[src/hdl/pmoc_pkg.sv]
// ----------------------------------------------------------------------------
// Shared constants for the output enable and polarity control block.
// ----------------------------------------------------------------------------
package pmoc_pkg;

  // Register address width and word width of the plain register port.
  localparam int unsigned PMOC_ADDR_W = 3;
  localparam int unsigned PMOC_DATA_W = 8;
  localparam int unsigned PMOC_PIN_N = 6;

  // Register offsets.
  localparam logic [2:0] PMOC_OFS_OME = 3'h0;
  localparam logic [2:0] PMOC_OFS_OTPC = 3'h1;
  localparam logic [2:0] PMOC_OFS_IRQ_STAT = 3'h2;
  localparam logic [2:0] PMOC_OFS_IRQ_MASK = 3'h3;

  // Reset values and the positions that always read as one.
  localparam logic [7:0] PMOC_OME_RESET = 8'hff;
  localparam logic [7:0] PMOC_OTPC_RESET = 8'hff;
  localparam logic [7:0] PMOC_OME_RSVD = 8'hc0;
  localparam logic [7:0] PMOC_OTPC_RSVD = 8'hec;
  localparam logic [0:0] PMOC_IRQ_STAT_RESET = 1'h0;
  localparam logic [0:0] PMOC_IRQ_MASK_RESET = 1'h0;

  // Field positions of the output trigger and polarity control register.
  localparam int unsigned PMOC_TRIG_OFF_BIT = 4;
  localparam int unsigned PMOC_POL_A_BIT = 1;
  localparam int unsigned PMOC_POL_B_BIT = 0;

  // Pin index order, shared by the enable bits and the pin vectors.
  localparam int unsigned PMOC_PIN_CH3_A = 0;
  localparam int unsigned PMOC_PIN_CH4_A = 1;
  localparam int unsigned PMOC_PIN_CH4_B = 2;
  localparam int unsigned PMOC_PIN_CH3_B = 3;
  localparam int unsigned PMOC_PIN_EXTRA_A = 4;
  localparam int unsigned PMOC_PIN_EXTRA_B = 5;

  // Pins whose polarity follows group A; the rest follow group B.
  localparam logic [5:0] PMOC_GROUP_A_MASK = 6'h07;

  // Combination mode codes.
  typedef enum logic [1:0] {
    PMOC_NORMAL_0 = 2'b00,
    PMOC_NORMAL_1 = 2'b01,
    PMOC_COMPLEMENTARY = 2'b10,
    PMOC_RESET_SYNC = 2'b11
  } pmoc_combo_t;

endpackage

[src/hdl/pmoc_gate_if.sv]
`timescale 1ns/100ps
`default_nettype none
// ----------------------------------------------------------------------------
// Control bundle from the register block to the pin gate.
// ----------------------------------------------------------------------------
interface pmoc_gate_if;
  logic [5:0] enable;
  logic [5:0] wave;
  logic [5:0] drive_req;
  logic combined;
  logic pol_a;
  logic pol_b;

  modport ctrl (output enable, output wave, output drive_req, output combined,
                output pol_a, output pol_b);
  modport gate (input enable, input wave, input drive_req, input combined,
                input pol_a, input pol_b);
endinterface
`default_nettype wire

[src/hdl/pmoc_output_ctrl.sv]
// Implementation choices: the register addresses and strobed register access.
`timescale 1ns/100ps
`default_nettype none
module pmoc_output_ctrl (
  input wire logic clk_in,
  input wire logic rst_in,
  input wire logic standby_in,
  input wire logic [pmoc_pkg::PMOC_ADDR_W-1:0] addr_in,
  input wire logic [pmoc_pkg::PMOC_DATA_W-1:0] wr_data_in,
  input wire logic wr_strobe_in,
  input wire logic rd_strobe_in,
  input wire logic [1:0] combo_sel_in,
  input wire logic capture_a_ch1_in,
  input wire logic [5:0] pwm_wave_in,
  input wire logic [5:0] io_drive_req_in,
  output logic [pmoc_pkg::PMOC_DATA_W-1:0] rd_data_out,
  output logic [5:0] pin_out,
  output logic [5:0] pin_oe_out,
  output logic irq_out
);
  import pmoc_pkg::*;

  // --------------------------------------------------------------------------
  // State.
  // --------------------------------------------------------------------------
  logic [5:0] oen_q;
  logic [5:0] oen_d;
  logic trig_off_q;
  logic trig_off_d;
  logic pol_a_q;
  logic pol_a_d;
  logic pol_b_q;
  logic pol_b_d;
  logic [0:0] irq_stat_q;
  logic [0:0] irq_stat_d;
  logic [0:0] irq_mask_q;
  logic [0:0] irq_mask_d;
  logic [7:0] rd_data_q;
  logic [7:0] rd_data_d;
  logic irq_q;
  logic irq_d;

  // --------------------------------------------------------------------------
  // Address decode and mode decode.
  // --------------------------------------------------------------------------
  wire logic wr_ome;
  wire logic wr_otpc;
  wire logic wr_stat;
  wire logic wr_mask;
  wire logic combined;
  wire logic trig_hit;
  wire logic [7:0] ome_view;
  wire logic [7:0] otpc_view;
  wire logic [7:0] rd_mux;
  pmoc_combo_t combo_mode;

  // Register strobes decoded from the plain port.
  assign wr_ome = wr_strobe_in && (addr_in == PMOC_OFS_OME);
  assign wr_otpc = wr_strobe_in && (addr_in == PMOC_OFS_OTPC);
  assign wr_stat = wr_strobe_in && (addr_in == PMOC_OFS_IRQ_STAT);
  assign wr_mask = wr_strobe_in && (addr_in == PMOC_OFS_IRQ_MASK);

  // The mode code is decoded once so both groups of controls see one answer.
  assign combo_mode = pmoc_combo_t'(combo_sel_in);
  logic combined_sel;
  always_comb begin
    unique case (combo_mode)
      PMOC_COMPLEMENTARY: combined_sel = 1'b1;
      PMOC_RESET_SYNC: combined_sel = 1'b1;
      PMOC_NORMAL_0: combined_sel = 1'b0;
      PMOC_NORMAL_1: combined_sel = 1'b0;
    endcase
  end
  assign combined = combined_sel;

  // The capture event only shuts the pins down while armed in a combined mode.
  assign trig_hit = capture_a_ch1_in && !trig_off_q && combined;

  // Read views; reserved positions are forced to one, never stored.
  assign ome_view = PMOC_OME_RSVD | {2'b00, oen_q};
  assign otpc_view = PMOC_OTPC_RSVD
                     | ({7'h00, trig_off_q} << PMOC_TRIG_OFF_BIT)
                     | ({7'h00, pol_a_q} << PMOC_POL_A_BIT)
                     | ({7'h00, pol_b_q} << PMOC_POL_B_BIT);
  assign rd_mux = (addr_in == PMOC_OFS_OME) ? ome_view :
                  (addr_in == PMOC_OFS_OTPC) ? otpc_view :
                  (addr_in == PMOC_OFS_IRQ_STAT) ? {7'h00, irq_stat_q} :
                  (addr_in == PMOC_OFS_IRQ_MASK) ? {7'h00, irq_mask_q} : 8'h00;

  // --------------------------------------------------------------------------
  // Next-state logic.
  // --------------------------------------------------------------------------
  // Standby restores reset values; the trigger clear is applied after the
  // software write so it wins a same-cycle collision.
  always_comb begin
    oen_d = oen_q;
    if (wr_ome) begin
      oen_d = wr_data_in[5:0];
    end
    if (trig_hit) begin
      oen_d = 6'h00;
    end
    if (standby_in) begin
      oen_d = PMOC_OME_RESET[5:0];
    end
  end

  // Only the three live control bits are stored; writes to reserved ones drop.
  assign trig_off_d = standby_in ? PMOC_OTPC_RESET[PMOC_TRIG_OFF_BIT] :
                      wr_otpc ? wr_data_in[PMOC_TRIG_OFF_BIT] : trig_off_q;
  assign pol_a_d = standby_in ? PMOC_OTPC_RESET[PMOC_POL_A_BIT] :
                   wr_otpc ? wr_data_in[PMOC_POL_A_BIT] : pol_a_q;
  assign pol_b_d = standby_in ? PMOC_OTPC_RESET[PMOC_POL_B_BIT] :
                   wr_otpc ? wr_data_in[PMOC_POL_B_BIT] : pol_b_q;

  // Write-one-to-clear status; a new shutdown in the clearing cycle survives.
  assign irq_stat_d = (irq_stat_q & ~(wr_stat ? wr_data_in[0:0] : 1'b0)) | trig_hit;
  assign irq_mask_d = wr_mask ? wr_data_in[0:0] : irq_mask_q;
  assign irq_d = |(irq_stat_d & irq_mask_d);

  // Read data stands only in the cycle after the strobe.
  assign rd_data_d = rd_strobe_in ? rd_mux : 8'h00;

  // --------------------------------------------------------------------------
  // Registers.
  // --------------------------------------------------------------------------
  // Control registers, all ones from reset.
  always_ff @(posedge clk_in or posedge rst_in) begin
    if (rst_in) begin
      oen_q <= PMOC_OME_RESET[5:0];
      trig_off_q <= PMOC_OTPC_RESET[PMOC_TRIG_OFF_BIT];
      pol_a_q <= PMOC_OTPC_RESET[PMOC_POL_A_BIT];
      pol_b_q <= PMOC_OTPC_RESET[PMOC_POL_B_BIT];
    end else begin
      oen_q <= oen_d;
      trig_off_q <= trig_off_d;
      pol_a_q <= pol_a_d;
      pol_b_q <= pol_b_d;
    end
  end

  // Interrupt state and read port.
  always_ff @(posedge clk_in or posedge rst_in) begin
    if (rst_in) begin
      irq_stat_q <= PMOC_IRQ_STAT_RESET;
      irq_mask_q <= PMOC_IRQ_MASK_RESET;
      irq_q <= 1'b0;
      rd_data_q <= 8'h00;
    end else begin
      irq_stat_q <= irq_stat_d;
      irq_mask_q <= irq_mask_d;
      irq_q <= irq_d;
      rd_data_q <= rd_data_d;
    end
  end

  assign rd_data_out = rd_data_q;
  assign irq_out = irq_q;

  // --------------------------------------------------------------------------
  // Pin gate.
  // --------------------------------------------------------------------------
  pmoc_gate_if gif ();

  // Controls feed the gate directly; the gate registers the pins once more.
  assign gif.enable = oen_q;
  assign gif.wave = pwm_wave_in;
  assign gif.drive_req = io_drive_req_in;
  assign gif.combined = combined;
  assign gif.pol_a = pol_a_q;
  assign gif.pol_b = pol_b_q;

  pmoc_pin_gate u_gate (
    .clk_in(clk_in),
    .rst_in(rst_in),
    .gif(gif),
    .pin_out(pin_out),
    .pin_oe_out(pin_oe_out)
  );
endmodule
`default_nettype wire

[src/hdl/pmoc_pin_gate.sv]
`timescale 1ns/100ps
`default_nettype none
// ----------------------------------------------------------------------------
// Per-pin master gate and level inversion, registered at the pins.
// ----------------------------------------------------------------------------
module pmoc_pin_gate (
  input wire logic clk_in,
  input wire logic rst_in,
  pmoc_gate_if.gate gif,
  output logic [5:0] pin_out,
  output logic [5:0] pin_oe_out
);
  import pmoc_pkg::*;

  logic [5:0] pin_d;
  logic [5:0] oe_d;

  // Each pin is gated by its own enable bit; a cleared bit hands the pin back
  // to general-purpose I/O by dropping the drive, whatever the modes say.
  for (genvar i = 0; i < PMOC_PIN_N; i++) begin : g_pin
    wire logic pol_sel;
    wire logic invert;
    assign pol_sel = PMOC_GROUP_A_MASK[i] ? gif.pol_a : gif.pol_b;
    assign invert = gif.combined & ~pol_sel;
    assign oe_d[i] = gif.enable[i] & (gif.combined | gif.drive_req[i]);
    assign pin_d[i] = gif.wave[i] ^ invert;
  end

  // Registered pins keep the pads free of decode glitches.
  always_ff @(posedge clk_in or posedge rst_in) begin
    if (rst_in) begin
      pin_out <= 6'h00;
      pin_oe_out <= 6'h00;
    end else begin
      pin_out <= pin_d;
      pin_oe_out <= oe_d;
    end
  end
endmodule
`default_nettype wire

[config.mk]
export PLATFORM = sky130hd
export DESIGN_NAME = pmoc_output_ctrl
export DESIGN_NICKNAME = d
export VERILOG_FILES = /design/src/hdl/pmoc_pkg.sv /design/src/hdl/pmoc_gate_if.sv /design/src/hdl/pmoc_output_ctrl.sv /design/src/hdl/pmoc_pin_gate.sv
export SDC_FILE = /design/constraint.sdc
export NUM_CORES = 1
export LEC_CHECK = 0
export BUFFER_PORTS_ARGS = -buffer_cell sky130_fd_sc_hd__buf_2
export CELL_PAD_IN_SITES_DETAIL_PLACEMENT = 0
export CELL_PAD_IN_SITES_GLOBAL_PLACEMENT = 2
export CORE_MARGIN = 2
export CORE_UTILIZATION = 32
export CTS_BUF_LIST = sky130_fd_sc_hd__clkbuf_2 sky130_fd_sc_hd__clkbuf_4 sky130_fd_sc_hd__clkbuf_8
export DETAILED_ROUTE_END_ITERATION = 16
export PLACE_DENSITY_LB_ADDON = 0.1
export REMOVE_ABC_BUFFERS = 1
export SLEW_MARGIN = 20
export SYNTH_ARGS = -nofsm -noshare
export SYNTH_HDL_FRONTEND = slang
export SYNTH_SLANG_ARGS = --single-unit
[constraint.sdc]
create_clock -name clk_in -period 1.5 [get_ports clk_in]
set_clock_uncertainty 0.05 [all_clocks]
set_input_delay 0.3 -clock clk_in [delete_from_list [all_inputs] [get_ports clk_in]]
set_output_delay 0.3 -clock clk_in [all_outputs]
set_load 0.02 [all_outputs]
# ---- After elaboration in Yosys (flattened, before gate mapping)
# Index checks and enable logic that the tools add are counted.
dict set report totals {
  reg_bits 32
  latch_bits 0
  ram_bits 0
  romBits 0
  input_bits 31
  output_inout_bits 21
  elab_cells 74
  mem_count 0
}
dict set report classes {
  n_addsub 0
  n_mul 0
  div_mod_pow 0
  order_cmp 0
  n_eq_ne 6
  n_shift 0
  muxes 17
  bitwise_logic 28
  n_reduce_logical 13
}
# operator count
set op_table {}
lappend op_table {{two-way mux 8 bit} 3}
lappend op_table {{two-way mux 6 bit} 3}
lappend op_table {{bitwise AND 1 bit} 10}
lappend op_table {{two-way mux 1 bit} 10}
lappend op_table {{OR 8 x 1 -> 8 bit} 1}
lappend op_table {{OR 8 x 2 -> 8 bit} 1}
lappend op_table {{OR 1 bit} 7}
lappend op_table {{== test 3 x 2 -> 1 bit, second input constant} 2}
lappend op_table {{logical AND 1 bit} 6}
lappend op_table {{bitwise XOR 1 bit} 6}
lappend op_table {{== test 2 bit, second input constant} 2}
lappend op_table {{OR reduction 2 bit} 2}
lappend op_table {{== test 3 x 1 -> 1 bit, second input constant} 1}
lappend op_table {{logical NOT 3 bit} 1}
lappend op_table {{inverter 1 bit} 3}
lappend op_table {{nonzero test 3 bit} 1}
lappend op_table {{== test 2 x 1 -> 1 bit, second input constant} 1}
lappend op_table {{logical NOT 2 bit} 1}
lappend op_table {{case mux 1 bit (2 select lines)} 1}
lappend op_table {{nonzero test 2 bit} 1}
lappend op_table {{logical NOT 1 bit} 1}

# ---- Longest topological paths before layout
dict set report depth {
  ltp_word 7
  mapped_depth 5
  ltp_nobuf 3
}

# ---- Modules after synthesis
# From an unflattened synthesis, not the netlist that was laid out.
dict set report unflattened {
  cells_unflattened 103
  area_unflattened_um2 1322.5
}
# module instances cells_each area_each_um2 seq_area_each_um2
set by_module_without_submodules {}
lappend by_module_without_submodules {pmoc_output_ctrl 1 75 882.1 486.7}
lappend by_module_without_submodules {pmoc_pin_gate 1 28 440.4 300.3}

# ---- Worst setup path before layout
# No wires, ideal clock.
dict set report synth_timing {
  path_type {input to register}
  from {input port addr_in[0] in the netlist's numbering}
  to {register oen_q[0], in the netlist gif.enable[0]}
  setup_time_ns 0.082
  arrival_time_ns 1.228
  required_time_ns 1.368
  setup_slack_ns 0.140
  cell_stages 4
  path_buffers 1
  cell_sequence {buf_6 nor4b_4 mux2i_1 o21bai_2}
}
dict set report synth_between {
  elab_chain_len 3
}
# element line_no
set synth_rtl {}
lappend synth_rtl {{start: declaration} pmoc_output_ctrl.sv:8} ;# input wire logic [pmoc_pkg::PMOC_ADDR_W-1:0] addr_in,
lappend synth_rtl {{logical NOT 3 bit} pmoc_output_ctrl.sv:58} ;# assign wr_ome = wr_strobe_in && (addr_in == PMOC_OFS_OME);
lappend synth_rtl {{logical AND 1 bit} pmoc_output_ctrl.sv:58}
lappend synth_rtl {{nonzero test 3 bit (no line)} --}
lappend synth_rtl {{end signal: assignment} pmoc_output_ctrl.sv:130} ;# oen_q <= PMOC_OME_RESET[5:0];
lappend synth_rtl {{end signal: assignment} pmoc_output_ctrl.sv:135} ;# oen_q <= oen_d;
lappend synth_rtl {{end: declaration} pmoc_output_ctrl.sv:26} ;# logic [5:0] oen_q;
# No other way between the ends.
# A chain may end at the register's enable or synchronous reset.

# ---- Final worst setup path
dict set report layout_timing {
  from {register trig_off_q}
  to {register irq_q, in the netlist irq_out}
}
dict set report layout_between {
  elab_chain_len 5
}
# element line_no
set layout_rtl {}
lappend layout_rtl {{start: declaration} pmoc_output_ctrl.sv:28} ;# logic trig_off_q;
lappend layout_rtl {{start signal: assignment} pmoc_output_ctrl.sv:131} ;# trig_off_q <= PMOC_OTPC_RESET[PMOC_TRIG_OFF_BIT];
lappend layout_rtl {{start signal: assignment} pmoc_output_ctrl.sv:136} ;# trig_off_q <= trig_off_d;
lappend layout_rtl {{logical NOT 1 bit} pmoc_output_ctrl.sv:77} ;# assign trig_hit = capture_a_ch1_in && !trig_off_q && combined;
lappend layout_rtl {{logical AND 1 bit (2 in series)} pmoc_output_ctrl.sv:77}
lappend layout_rtl {{OR 1 bit} pmoc_output_ctrl.sv:117} ;# assign irq_stat_d = (irq_stat_q & ~(wr_stat ? wr_data_in[0:0] : 1'b0)) | trig_hit;
lappend layout_rtl {{bitwise AND 1 bit} pmoc_output_ctrl.sv:119} ;# assign irq_d = |(irq_stat_d & irq_mask_d);
lappend layout_rtl {{net irq_d} pmoc_output_ctrl.sv:41} ;# logic irq_d;
lappend layout_rtl {{end signal: assignment} pmoc_output_ctrl.sv:152} ;# irq_q <= irq_d;
lappend layout_rtl {{end: declaration} pmoc_output_ctrl.sv:40} ;# logic irq_q;
# The timed path passes the listed nets, and every way through them passes these cells.

==> flow_summary.yaml <==
outcome:
  outcome: "complete, no violations"
clock_tree:
  clockRootBuffer: "clkbuf_8"
  cts-resized-gates: 0
  cts.sinks: 31
  clkLatencyLatePin_ns: 0.28
  htreeDepth: 2
  cts_setup_buffers: 0
  cts.path.max_buffers: 2
  cts_tree: "built"
  clkTransAtPathRegs_ns: 0.07
  cts_made_buffers: 5
  holdBufCountCts: 0
yosys:
  avgSynthCellArea_um2: 13.6
  synthTopCellsByArea: "dfrtp_1, dfstp_2, mux2i_1"
  yosys.area.top_type: "dfrtp_1"
  synth_cell_types: 25
  synth_area_um2: 1340
  yosysTopAreaCellShare: 0.410
  ys_seq_area_frac: 0.586
  ys_warn_count: 0
  syn_inst: 99
  synth-seq-cells: 31
cells_and_area:
  layout-drive-gt1-share: 0.510
  antenna_cells: 0
  sequential_cell_area_um2: 787
  syn_to_final_growth_pct: 30.1
  stdcell_count: 205
  n_fill_cell: 409
  fin_nets: 185
  multi_input_area_um2: 487
sta:
  setup_viol: 0
  fmax_mhz: 749
  slew_headroom: 0.732
  finalCritPeriodShare: 0.890
  hold_viol: 0
  tightest_slew_ns: 0.402
  rsz0062_at_grt: "false"
  period_needed_ns: 1.33
  drv_slew: 0
  holdWs_ns: 0.0390
  final.setup.tns_ns: 0
grt:
  grt_pass1_wl_um: 4400
  antenna_found_initial: 0
  grt_pass1_vias: 874
  grt-ovfl-total: 0
  grtUsageTotal: 0.136
  grt_max_degree: 32
worst_setup_path:
  cp_slowest_cell: "a2111oi_1"
  path_buf_inv: 0
  cp.depth: 3
  worstPathCellList: "and3b_1, o21ai_0, a2111oi_1"
  end_kind: "flip-flop"
  r2r_slack_ns: 0.17
  critPathTopFamily: "compound AO/OA/AOI/OAI gates"
  critPathCapture: "irq_out"
  cp_max_fo: 3
  r2r_start: "trig_off_q"
  r2r_cells: 3
  arrival_ns: 1.44
  cp-startpoint: "trig_off_q"
  critPathMaxStageDelay_ns: 0.43
  required_ns: 1.60
  path_class: "reg -> reg"
  r2r_end: "irq_out"
  startpoint_type: "flip-flop"
die:
  initial_core_util: 0.333
  coreArea_um2: 4030
  die_w_um: 68.8
  dieArea_um2: 4730
  num_io_pins: 52
  placement_rows: 23
  die_h_um: 68.8
placement:
  gp_congestion: 0.713
  portBuffers: 48
  place_inst: 197
  dp_hpwl_um: 1970
route:
  firstDrtPassIters: 4
  wl_um: 2820
  ant_nets: 0
  post_drt_wl_per_cell_um: 13.8
  via_per_inst: 4.40
  drc: 0
  drt-initial-drc-count: 31
  vias: 903
pwr:
  ir_drop_mv: 0.446
  power.density_nw_per_um2: 1170
  p_leak_uw: 0.000822
  power.total_uw: 2040
min_path:
  hold_path_class: "in -> async"
job:
  max-cap-violations: 0
[tightest hold or removal path, cell delays in order]
cell and delay [ns]:
buf_2 0.09, inv_1 0.04, buf_4 0.35
[cell usage after synthesis]
master     number
a211o_1         3
mux2_2          1
and3b_1         1
inv_1           4
nor2_1         11
nor4b_4         1
o21a_1          6
o21bai_2        6
mux2i_1         8
dfrtp_1        22
mux4_1          1
buf_4           3
nand2_1         1
xnor2_1         6
nand2b_1        3
a2111oi_1       1
o21ai_0         2
a31oi_1         1
buf_12          1
and3_1          1
and4bb_2        1
buf_6           1
nand4b_1        2
dfstp_2         9
nor2b_1         3
[placed cells by master, fill, tap and decap left out]
cell type	count
inv_1	4
o21ai_0	2
and3b_1	1
mux4_1	1
xnor2_1	6
a31oi_1	1
mux2_2	1
o21bai_2	6
nand2b_1	3
o21a_1	6
clkinv_2	1
a2111oi_1	1
nand4b_1	2
nand2_1	1
and4bb_2	1
and3_1	1
buf_4	5
nor2b_1	3
bufinv_16	1
nor2_1	11
a211o_1	3
nor4b_4	1
buf_2	48
dfrtp_1	22
mux2i_1	8
clkbuf_8	6
dfstp_2	9
[logic make-up (layout without fill, tap and decap cells)]
logic type,after synthesis,after routing,synth area share
xor gates and xnor gates,6,6,0.0391
AOI/OAI and AO/OA,19,19,0.123
DFF,31,31,0.586
and+or+nand+nor,24,24,0.113
muxes,10,10,0.0876
buffers and inverters,9,65,0.0513
[cell type report]
class | count | share of cell area
clock inverter | 2 | 0.0201
tap | 50 | 0.0358
inverter | 4 | 0.00860
timing repair buffer | 53 | 0.159
clock buffer | 6 | 0.0473
multi-input combinational | 59 | 0.279
sequential | 31 | 0.451
[power by group]
group | switching (µW) | internal, µW
sequential | 23.5 | 899
combinational | 148 | 117
clock | 313 | 537
total | 484 | 1550
[routing by layer]
layer,GRT usage,wire length [µm],part of all wire
met1,0.161,1210,0.43
met2,0.214,1330,0.47
met3,0.0438,217,0.077
met4,0.0809,68,0.024
met5,0,0,0
[sequential cells by signal, summed over array words and instances (netlist names)]
register           flops
trig_off_q             1
rd_data_out            7
gif.enable             6
irq_out                1
irq_stat_q             1
u_gate.pin_oe_out      6
u_gate.pin_out         6
gif.pol_b              1
gif.pol_a              1
irq_mask_q             1
[worst min-delay path by stage]
stage	slack (ns)	endpoint	cells after the start	from
6_report	0.04	u_gate.pin_out[0]	3	rst_in
5_1_grt	0.08	rd_data_out[1]	3	rst_in
4_1_cts	0.05	rd_data_out[5]	3	rst_in
3_5_place_dp	0.35	u_gate.pin_out[0]	3	rst_in
3_3_place_gp	0.34	rd_data_out[3]	3	rst_in
2_1_floorplan	0.34	u_gate.pin_out[0]	1	pwm_wave_in[0]
[metrics by stage]
step	instance area [µm²]	setup slack [ns]	utilization
detailed placement	1630	0.112	0.404
global placement	1630	0.120	0.404
CTS	1750	0.148	0.434
floorplan	1290	0.0857	-
global route	1750	0.0560	0.434
finish	1750	0.165	0.434
Note: power is estimated with default switching activity, not from simulation.
